$ cat src/logic/pstc_consts.svh
// Constants for the power-state controller
`ifndef PSTC_CONSTS_SVH
`define PSTC_CONSTS_SVH
`define PSTC_CLK_HZ        10000000
`define PSTC_OSC_SETTLE_NS 10000
// Least settle time rounded up to whole cycles, at least one
`define PSTC_OSC_SETTLE_CYC \
   ((((`PSTC_OSC_SETTLE_NS) * 10 + 999) / 1000) < 1 ? 1 : \
   (((`PSTC_OSC_SETTLE_NS) * 10 + 999) / 1000))
`define PSTC_CNT_W         8
`endif

$ cat src/logic/pstc_pkg.sv
// Types for the power-state controller
package pstc_pkg;
   typedef enum logic [2:0]
   {
      PSTC_POWER_DOWN   = 3'h0,
      PSTC_PROC_ONLY    = 3'h1,
      PSTC_DEEP_SLEEP   = 3'h2,
      PSTC_RADIO_TX     = 3'h3,
      PSTC_RADIO_RX     = 3'h4
   } pstc_state_e;
   typedef enum logic [1:0]
   {
      PSTC_CMD_NONE  = 2'h0,
      PSTC_CMD_TX    = 2'h1,
      PSTC_CMD_RX    = 2'h2,
      PSTC_CMD_IDLE  = 2'h3
   } pstc_cmd_e;
endpackage

$ cat src/logic/pstc_power_state_control.sv
// Device power-state sequencer driven by enable pin, wake pin and firmware
`timescale 1ns/1ps
`include "pstc_consts.svh"

module pstc_power_state_control
(
   input  wire logic              core_clk_i,
   input  wire logic              srst_i,
   input  wire logic              io_supply_i,
   input  wire logic              enable_pin_i,
   input  wire logic              wake_control_pin_i,
   input  wire pstc_pkg::pstc_cmd_e sw_cmd_i,
   input  wire logic              sw_sleep_req_i,
   input  wire logic              radio_events_pending_i,
   output logic [2:0]             state_o,
   output logic                   proc_power_o,
   output logic                   radio_power_o,
   output logic                   radio_tx_o,
   output logic                   radio_rx_o,
   output logic                   lf_clk_valid_o
);
   import pstc_pkg::*;

   // ------------------------------------------------------------
   // Pin synchronisers
   // ------------------------------------------------------------
   logic [1:0] en_sync;
   logic [1:0] wake_sync;
   logic [1:0] sup_sync;
   logic       en_s;
   logic       wake_s;
   logic       sup_s;

   always_ff @(posedge core_clk_i)
   begin
      if (srst_i)
      begin
         en_sync   <= 2'h0;
         wake_sync <= 2'h3;
         sup_sync  <= 2'h0;
      end
      else
      begin
         en_sync   <= {en_sync[0], enable_pin_i};
         wake_sync <= {wake_sync[0], wake_control_pin_i};
         sup_sync  <= {sup_sync[0], io_supply_i};
      end
   end

   assign en_s   = en_sync[1];
   assign wake_s = wake_sync[1];
   assign sup_s  = sup_sync[1];

   // ------------------------------------------------------------
   // State machine
   // ------------------------------------------------------------
   pstc_state_e state;
   pstc_state_e next_state;

   always_comb
   begin
      next_state = state;
      case (state)
         PSTC_POWER_DOWN:
         begin
            if (sup_s && en_s)
               next_state = PSTC_PROC_ONLY;
         end
         PSTC_PROC_ONLY:
         begin
            if (sw_sleep_req_i && !wake_s && !radio_events_pending_i)
               next_state = PSTC_DEEP_SLEEP;
            else if (sw_cmd_i == PSTC_CMD_TX)
               next_state = PSTC_RADIO_TX;
            else if (sw_cmd_i == PSTC_CMD_RX)
               next_state = PSTC_RADIO_RX;
         end
         PSTC_DEEP_SLEEP:
         begin
            if (wake_s)
               next_state = PSTC_PROC_ONLY;
         end
         PSTC_RADIO_TX, PSTC_RADIO_RX:
         begin
            if (sw_cmd_i == PSTC_CMD_IDLE)
               next_state = PSTC_PROC_ONLY;
            else if (sw_cmd_i == PSTC_CMD_TX)
               next_state = PSTC_RADIO_TX;
            else if (sw_cmd_i == PSTC_CMD_RX)
               next_state = PSTC_RADIO_RX;
         end
         default:
            next_state = PSTC_POWER_DOWN;
      endcase
   end

   always_ff @(posedge core_clk_i)
   begin
      if (srst_i)
         state <= PSTC_POWER_DOWN;
      else
         state <= next_state;
   end

   // ------------------------------------------------------------
   // Registered power outputs
   // ------------------------------------------------------------
   always_ff @(posedge core_clk_i)
   begin
      if (srst_i)
      begin
         state_o       <= 3'h0;
         proc_power_o  <= 1'b0;
         radio_power_o <= 1'b0;
         radio_tx_o    <= 1'b0;
         radio_rx_o    <= 1'b0;
      end
      else
      begin
         state_o       <= next_state;
         proc_power_o  <= (next_state == PSTC_PROC_ONLY) ||
                          (next_state == PSTC_RADIO_TX) ||
                          (next_state == PSTC_RADIO_RX);
         radio_power_o <= (next_state == PSTC_RADIO_TX) ||
                          (next_state == PSTC_RADIO_RX);
         radio_tx_o    <= (next_state == PSTC_RADIO_TX);
         radio_rx_o    <= (next_state == PSTC_RADIO_RX);
      end
   end

   // ------------------------------------------------------------
   // Oscillator settle timer
   // ------------------------------------------------------------
   localparam logic [`PSTC_CNT_W-1:0] SETTLE_CYC = `PSTC_CNT_W'(`PSTC_OSC_SETTLE_CYC);
   logic [`PSTC_CNT_W-1:0] settle_cnt;

   always_ff @(posedge core_clk_i)
   begin
      if (srst_i || !en_s)
      begin
         settle_cnt     <= 8'h00;
         lf_clk_valid_o <= 1'b0;
      end
      else if (settle_cnt < SETTLE_CYC)
      begin
         settle_cnt     <= settle_cnt + 8'h01;
         lf_clk_valid_o <= 1'b0;
      end
      else
         lf_clk_valid_o <= 1'b1;
   end

   // ------------------------------------------------------------
   // Checks
   // ------------------------------------------------------------
   // Cycles the synchronised enable has stayed high, held at its top value
   logic [`PSTC_CNT_W-1:0] en_run_cnt;

   always_ff @(posedge core_clk_i)
   begin
      if (srst_i || !en_s)
         en_run_cnt <= 8'h00;
      else if (en_run_cnt != 8'hFF)
         en_run_cnt <= en_run_cnt + 8'h01;
   end
endmodule

$ cat config.mk
export PLATFORM = sky130hd
export DESIGN_NAME = pstc_power_state_control
export DESIGN_NICKNAME = d
export VERILOG_FILES = /design/src/logic/pstc_pkg.sv /design/src/logic/pstc_power_state_control.sv
export VERILOG_INCLUDE_DIRS = /design/src /design/src/logic
export SDC_FILE = /design/constraint.sdc
export NUM_CORES = 1
export LEC_CHECK = 0
export BUFFER_PORTS_ARGS = -buffer_cell sky130_fd_sc_hd__clkbuf_2
export CORE_MARGIN = 2
export CORE_UTILIZATION = 55
export CTS_CLUSTER_SIZE = 20
export DETAILED_ROUTE_END_ITERATION = 10
export GPL_TIMING_DRIVEN = 0
export HOLD_SLACK_MARGIN = 0.02
export PLACE_DENSITY_LB_ADDON = 0.2
export SLEW_MARGIN = 5
export SYNTH_ARGS = -nofsm -noshare
export SYNTH_HDL_FRONTEND = slang
export SYNTH_SLANG_ARGS = --single-unit
$ cat constraint.sdc
create_clock -name core_clk_i -period 2.25 [get_ports core_clk_i]
set_input_delay 0.45 -clock core_clk_i [delete_from_list [all_inputs] [get_ports core_clk_i]]
set_output_delay 0.45 -clock core_clk_i [all_outputs]
set_load 0.005 [all_outputs]
Yosys cells after proc, flatten, opt, wreduce, memory -nomap -nowiden
Index checks and enable logic that the tools add are counted.

Output and inout bits: 8. Register bits: 22. Word-level logic and storage cells: 42. Bits of input ports: 9.

Equal/unequal tests: 10. Order comparisons: 1. Multiplexer cells: 8. Reduce and logical (&&, ||, !) cells: 12. Add/sub/neg operators: 1.

Operators by type and width (number): $mux W3 (6); $pmux W3 S4 (1); $eq A3 B2 Y1 const B (3); $add A8 B1 Y8 const B (1); $lt A8 B7 Y1 const B (1); $eq A3 B1 Y1 const B (2); $eq A3 B3 Y1 const B (2); $eq A2 B2 Y1 const B (2); $logic_or A1 B1 Y1 (4); $logic_and A1 B1 Y1 (3); $logic_not A1 Y1 (3); $logic_not A3 Y1 (1); $eq A2 B1 Y1 const B (1); $reduce_or A2 Y1 (1); $mux W1 (1).

Longest topological paths before layout
Gate-level depths: netlist of run 1.

Depth after elaboration: 8. Gate-level depth with buffers: 5. Gate-level depth less buffers: 5.

Worst setup path before layout of run 1
No wires, ideal clock.

Path type: input to register. Start: input port sw_sleep_req_i. End: register radio_power_o. Arrival time: 1.568 ns. Setup slack: 0.615 ns. Library setup time: 0.067 ns. Stages on the path: 5. Data required time: 2.183 ns. Path buffers: 0. Path through: nor3b_1 or4b_4 a2bb2oi_1 a31o_1 o21ai_2.

Longest elaborated chain between the ends: 6. Elaborated cells between the ends (all ways): 7. Classes of those cells: eq/ne: 2; mux: 2; reduce/logical: 3.

RTL lines: from (decl) (RTL line pstc_power_state_control.sv:13) `input wire logic sw_sleep_req_i,`; $logic_and A1 B1 Y1 * (2 in series) (RTL line pstc_power_state_control.sv:71) `if (sw_sleep_req_i && !wake_s && !radio_events_pending_i)`; $mux W3 * (RTL line pstc_power_state_control.sv:71); $pmux W3 S4 * (RTL line pstc_power_state_control.sv:63) `case (state)`; $eq A3 B2 Y1 / $eq A3 B3 Y1 (equally long branches) (RTL line pstc_power_state_control.sv:124, pstc_power_state_control.sv:125); $logic_or A1 B1 Y1 * (RTL line pstc_power_state_control.sv:124) `radio_power_o <= (next_state == PSTC_RADIO_TX) ||`; to (signal assigned) (RTL line pstc_power_state_control.sv:124); to (decl) (RTL line pstc_power_state_control.sv:17) `output logic radio_power_o,`.

Mark *: on every way between the ends. The rest lies on a longest branch, timed or not. A chain may end at the register's enable or synchronous reset.

==> results.py, run 1 <==
metrics = {
    "floorplan": {
        "floorplan.rows": 14,
        "fp.dieH_um": 42.90,
        "ios": 17,
        "core_area_um2": 1454,
        "die_area_um2": 1840,
        "start_util": 0.5723,
        "dieWidth_um": 42.90,
    },
    "timing": {
        "slew-limit-headroom": 0.7392,
        "fin_tns_setup_ns": 0,
        "finalHoldViolCount": 0,
        "period_needed_ns": 1.580,
        "setup_violations": 0,
        "rsz0062_at_grt": "no",
        "fin_crit_sh": 0.7022,
        "slew_viol_final": 0,
        "fmax_ghz": 0.6329,
        "fin_skew_ns": 0.004231,
        "worstMarginPinSlew_ns": 0.3911,
    },
    "yosys": {
        "synth_edf_count": 0,
        "async_flop_share": 0,
        "dominantRegCellSynth": "dfxtp_1",
        "synth.avg_cell_area_um2": 9.455,
        "yosysTopAreaCellShare": 0.5293,
        "synthCells": 88,
        "ys_types": 29,
        "syn-num-nets": 98,
        "yosys.area.top_type": "dfxtp_1",
        "ys_seq_area_frac": 0.5293,
        "synthTopCellsByArea": "dfxtp_1 53%, nor2_1 6.8%, xor2_1 4.2%",
        "synth-seq-cells": 22,
        "yosys_warnings": 0,
        "syn_area_um2": 832.0,
    },
    "final_layout": {
        "final_cell_mix": "22 x dfxtp_1, 16 x clkbuf_2, 15 x nor2_1, 7 x nand2_1, 6 x inv_1",
        "regArea_um2": 440.4,
        "multi_input_area_um2": 365.4,
        "syn_to_final_growth_pct": 16.39,
        "final_nets": 119,
        "stdcell_area_um2": 968.4,
        "fillers": 129,
        "drive_gt1_frac": 0.2315,
        "antennaDiodeCount": 0,
        "layout_commonest_cell": "dfxtp_1",
    },
    "power": {
        "leakage_nw": 0.4274,
        "combPwrFrac": 0.038,
        "clkPwrFrac": 0.333,
        "p_per_area_nw_per_um2": 653.5,
        "irDropWorstVdd_mv": 0.4659,
        "p_sw_frac": 0.1980,
        "p_sw_w": 0.0001253,
        "power_frac_seq": 0.629,
        "p_int_w": 0.0005075,
    },
    "place": {
        "post_dp_cell_area_um2": 932.1,
        "place_congestion": 0.8197,
        "io_buffers": 16,
        "place_hpwl_um": 944.3,
    },
    "worst_setup_path": {
        "critPathLaunch": "state_o[2]",
        "critPathCaptureType": "flip-flop",
        "crit_chain": "or4b_4 > a2bb2oi_1 > a31o_1 > o21ai_2",
        "cpMaxStageDelayCell": "or4b_4",
        "r2r_start": "state_o[2]",
        "startpoint_type": "flip-flop",
        "regToRegSetupSlack_ns": 0.67,
        "cp_max_fo": 9,
        "slowest_delay_ns": 0.56,
        "crit_buf_inv": 0,
        "worstPathRequired_ns": 2.50,
        "cpLargestDelayFamily": "compound AO/OA/AOI/OAI gates",
        "cp.depth": 4,
        "r2r_cells": 4,
        "worstSetupPathType": "reg -> reg",
        "critPathArrivalTime_ns": 1.83,
        "r2r_end": "radio_power_o",
    },
    "route": {
        "drtIter0Drc": 7,
        "vias_per_cell": 5.218,
        "ant_nets": 0,
        "drc": 0,
        "via_count": 647,
        "wirelength_mm": 1.274,
        "post_drt_wl_per_cell_um": 10.27,
        "drtPass1Iterations": 4,
    },
    "clock_network": {
        "numCtsBuffers": 3,
        "cts.sinks": 22,
        "cts_resized": 0,
        "insertion_delay_ns": 0.30,
        "cts-root-buf": "clkbuf_4",
        "cts_buffer_depth": 2,
        "clk_pin_slew_worst_paths_ns": 0.11,
        "cts_hold_buffers": 0,
        "cts_tree": "yes",
        "htreeDepth": 1,
        "postCtsSetupBuffers": 0,
    },
    "outcome": {
        "outcome": "finished clean",
    },
    "global_route": {
        "grt_pass1_wl_mm": 2.270,
        "antenna_found_initial": 0,
        "grt_start_max_net_pins": 13,
        "track_usage": 0.1649,
        "grt_overflow": 0,
        "grt_pass1_vias": 551,
    },
    "min_path": {
        "hold_class": "in -> reg",
        "min_from": "wake_control_pin_i",
        "min_to": "wake_sync[0]",
        "min_path_cells": 2,
    },
    "flow_run": {
        "drv_cap": 0,
    },
}
==> cells in the mapped netlist, drive strengths merged (2+ instances only) <==
master,number
nand2,7
nor3,2
a31oi,2
nor2b,4
inv,6
or2,2
o21ai,3
nand2b,3
xor2,4
dfxtp,22
nor2,15
nand4,2
==> how the worst max path moves through the flow <==
stage	endpoint
3_5_place_dp	radio_power_o
4_1_cts	radio_power_o
2_1_floorplan	radio_power_o
3_3_place_gp	radio_power_o
5_1_grt	radio_power_o
6_report	radio_power_o
==> registers in the layout (all words and copies together) (netlist names), 2 cells and up <==
signal,count
state_o,3
sup_sync,2
settle_cnt,8
wake_sync,2
en_sync,2
==> final cells by class <==
cell class                      count  share of cell area
Tap cell                           16             0.02067
Multi-Input combinational cell     59              0.3773
Inverter                            6             0.02326
Clock buffer                        4             0.03747
Buffer                              1            0.003876
Sequential cell                    22              0.4548
Timing Repair Buffer               16             0.08269
==> through the flow <==
step	instances	hold WS (ns)	utilization	power [W]	worst slack [ns]
2_1_floorplan	88	0.3895	-	0.0004194	0.6147
3_3_place_gp	120	0.3911	0.6411	0.0004303	0.4850
3_5_place_dp	120	0.4013	0.6411	0.0004315	0.4746
4_1_cts	124	0.3171	0.6661	0.0006386	0.6744
5_1_grt	124	0.3177	0.6661	0.0006541	0.6066
6_report	124	0.3228	0.6661	0.0006329	0.6701
==> power groups by stage <==
stage	Clock (W)	Sequential [W]	Combinational (W)
after floorplan	0	0.000407	0.0000126
after global placement	0	0.000407	0.0000232
after detailed placement	0	0.000407	0.0000241
after CTS	0.000216	0.000398	0.0000242
after global routing	0.000227	0.000400	0.0000271
final	0.000211	0.000398	0.0000238
==> layer usage <==
layer / wire length, um / vias to the layer above / part of all wire / track usage
met5: 0 / - / 0 / 0
met4: 37 / 0 / 0.029 / 0.09375
met3: 84 / 5 / 0.066 / 0.03830
met2: 580 / 22 / 0.46 / 0.2606
met1: 573 / 281 / 0.45 / 0.2038
li1: - / 339 / - / -
==> cell families (layout without fill, tap and decap cells) <==
group                    Yosys count  after routing  synth area share
flip-flops                        22             22            0.5293
AO/OA/AOI/OAI                     13             13            0.1173
adder cells (fa/ha/maj)            1              1           0.01504
XOR/XNOR                           5              5           0.05263
multiplexers                       1              1           0.01203
buffers and inverters              7             27           0.03157
AND/OR/NAND/NOR                   39             39            0.2421
Power figures use the tool's default switching activity.
==> run 2, diff against run 1 <==
--- a/config.mk
+++ b/config.mk
@@ -7,8 +7,9 @@
 export NUM_CORES = 1
 export LEC_CHECK = 0
 export BUFFER_PORTS_ARGS = -buffer_cell sky130_fd_sc_hd__clkbuf_2
+export CORE_ASPECT_RATIO = 1.25
 export CORE_MARGIN = 2
-export CORE_UTILIZATION = 55
+export CORE_UTILIZATION = 46
 export CTS_CLUSTER_SIZE = 20
 export DETAILED_ROUTE_END_ITERATION = 10
 export GPL_TIMING_DRIVEN = 0
==> constraint.sdc (replaced) <==
create_clock -name core_clk_i -period 1.4 [get_ports core_clk_i]
set_input_delay 0.28 -clock core_clk_i [delete_from_list [all_inputs] [get_ports core_clk_i]]
set_output_delay 0.28 -clock core_clk_i [all_outputs]
set_load 0.005 [all_outputs]
==> run 2 against run 1 <==
Net effect:
- the flow now finishes with violations (negative setup slack)
- combinational power rose by 81%
- non-clock buffer count rose by 3
- first-iteration DRC count fell by 43%
- clock-buffer cell count did not move
- largest cell class unchanged
- sequential share of layout area fell by 1.3 points
- via count rose by 2.2%
- hold slack got worse by 0.16 ns
- maximum frequency rose by 7.3%
- sequential cell count did not move
==> results.py, run 2 (synthesis gave the netlist of run 1 again) <==
metrics = {
    "route": {
        "wirelength_mm": 1.384,
        "vias_per_cell": 5.085,
        "post_drt_wl_per_cell_um": 10.65,
        "drtIter0Drc": 4,
        "ant_nets": 0,
        "drc": 0,
        "via_count": 661,
        "drtPass1Iterations": 4,
    },
    "final_layout": {
        "largest_reg_flops": 8,
        "syn_to_final_growth_pct": 22.56,
        "drive_gt1_frac": 0.3153,
        "final_cell_mix": "18 x dfxtp_1, 16 x clkbuf_2, 15 x nor2_1, 7 x nand2_1, 5 x inv_1",
        "top_register": "settle_cnt",
        "antennaDiodeCount": 0,
        "final_nets": 122,
        "reg_top3": "settle_cnt: 8 flops, state_o: 3 flops",
        "layout_commonest_cell": "dfxtp_1",
        "fillers": 166,
    },
    "place": {
        "pre_cts_ws_ns": -0.1703,
        "place_hpwl_um": 978.4,
        "io_buffers": 16,
        "place_congestion": 0.7987,
    },
    "timing": {
        "slew_viol_final": 0,
        "setup_ws_ns": -0.07179,
        "rsz0062_at_grt": "yes",
        "fin_crit_sh": 1.051,
        "worstMarginPinSlew_ns": 0.3709,
        "fmax_ghz": 0.6794,
        "slew-limit-headroom": 0.7528,
        "setup_violations": 5,
        "fin_skew_ns": 0.01025,
        "finalHoldViolCount": 0,
        "period_needed_ns": 1.472,
        "hold_ws_ns": 0.1633,
    },
    "floorplan": {
        "floorplan.rows": 17,
        "ios": 17,
        "core_area_um2": 1744,
        "start_util": 0.4770,
        "fp.dieH_um": 51.55,
        "die_area_um2": 2167,
        "dieWidth_um": 42.04,
    },
    "outcome": {
        "violations": "negative setup slack",
        "outcome": "finished with violations",
    },
    "power": {
        "irDropWorstVdd_mv": 0.6633,
        "p_per_area_nw_per_um2": 987.6,
        "leakage_nw": 0.4456,
    },
    "global_route": {
        "track_usage": 0.1586,
        "grt_pass1_vias": 639,
        "antenna_found_initial": 0,
        "grt_overflow": 0,
        "grt_start_max_net_pins": 13,
        "grt_pass1_wl_mm": 2.594,
    },
    "clock_network": {
        "cts_tree": "yes",
        "htreeDepth": 1,
        "insertion_delay_ns": 0.30,
        "numCtsBuffers": 3,
        "cts.sinks": 22,
        "cts-root-buf": "clkbuf_4",
        "cts_buffer_depth": 2,
        "clk_pin_slew_worst_paths_ns": 0.11,
    },
    "worst_setup_path": {
        "cp_max_fo": 4,
        "worstSetupPathType": "reg -> reg",
        "worstPathRequired_ns": 1.65,
        "critPathCaptureType": "flip-flop",
        "startpoint_type": "flip-flop",
        "critPathArrivalTime_ns": 1.72,
    },
    "flow_run": {
        "drv_cap": 0,
    },
    "min_path": {
        "hold_class": "in -> reg",
    },
}
run 2: final timing paths:
kind	start	endpoint	slack (ns)	depth (start not counted)
worst max-delay path	state_o[1]	proc_power_o	-0.07	3
worst min register to register	wake_sync[0]	wake_sync[1]	0.43	1
worst min-delay path	wake_control_pin_i	wake_sync[0]	0.16	2
worst max register to register	state_o[1]	proc_power_o	-0.07	3
run 2: timing repair:
item | in CTS | in global routing
endpoints found under the setup margin | 6 | 6
resized for setup | 5 | 2
pin swaps | 5 | 1
hold buffers | 0 | 0
buffers inserted | 2 | 1
run 2: area by class of cell:
| type | count | area, um2 | share of cell area |
|---|---|---|---|
| sequential | 22 | 450.4 | 0.4417 |
| tap | 19 | 23.77 | 0.02331 |
| multi-input combinational | 59 | 380.4 | 0.3730 |
| timing repair buffer | 19 | 102.6 | 0.1006 |
| buffer | 1 | 3.754 | 0.003681 |
| inverter | 6 | 22.52 | 0.02209 |
| clock buffer | 4 | 36.28 | 0.03558 |
run 2: metrics by stage:
step	util	power, W	area [um2]	instances	setup TNS [ns]
6_report	0.5846	0.001007	1020	130	-0.2860
5_1_grt	0.5846	0.001063	1020	130	-0.5328
4_1_cts	0.5753	0.001024	1003	129	-0.3458
3_5_place_dp	0.5380	0.0006939	938.4	123	-0.8494
3_3_place_gp	0.5380	0.0006919	938.4	123	-0.8071
2_1_floorplan	-	0.0006740	834.6	88	-0.1056
run 2: report_power, final:
part	leakage (nW)	internal [W]	switching, W
Clock	0.0210	0.000158	0.000169
Combinational	0.244	0.0000238	0.0000193
Sequential	0.180	0.000632	0.00000411
run 2: per-layer routing:
layer,share of wire,vias to the layer above,track usage
met5,0,-,0
li1,-,341,-
met2,0.52,16,0.2708
met1,0.42,300,0.1685
met4,0.022,0,0.1198
met3,0.043,4,0.03819
run 2: critical path: stages, from the launching register on:
cell and delay (ns):
dfxtp_4 0.36, or4b_4 0.54, a2111o_1 0.44, nand2_1 0.08
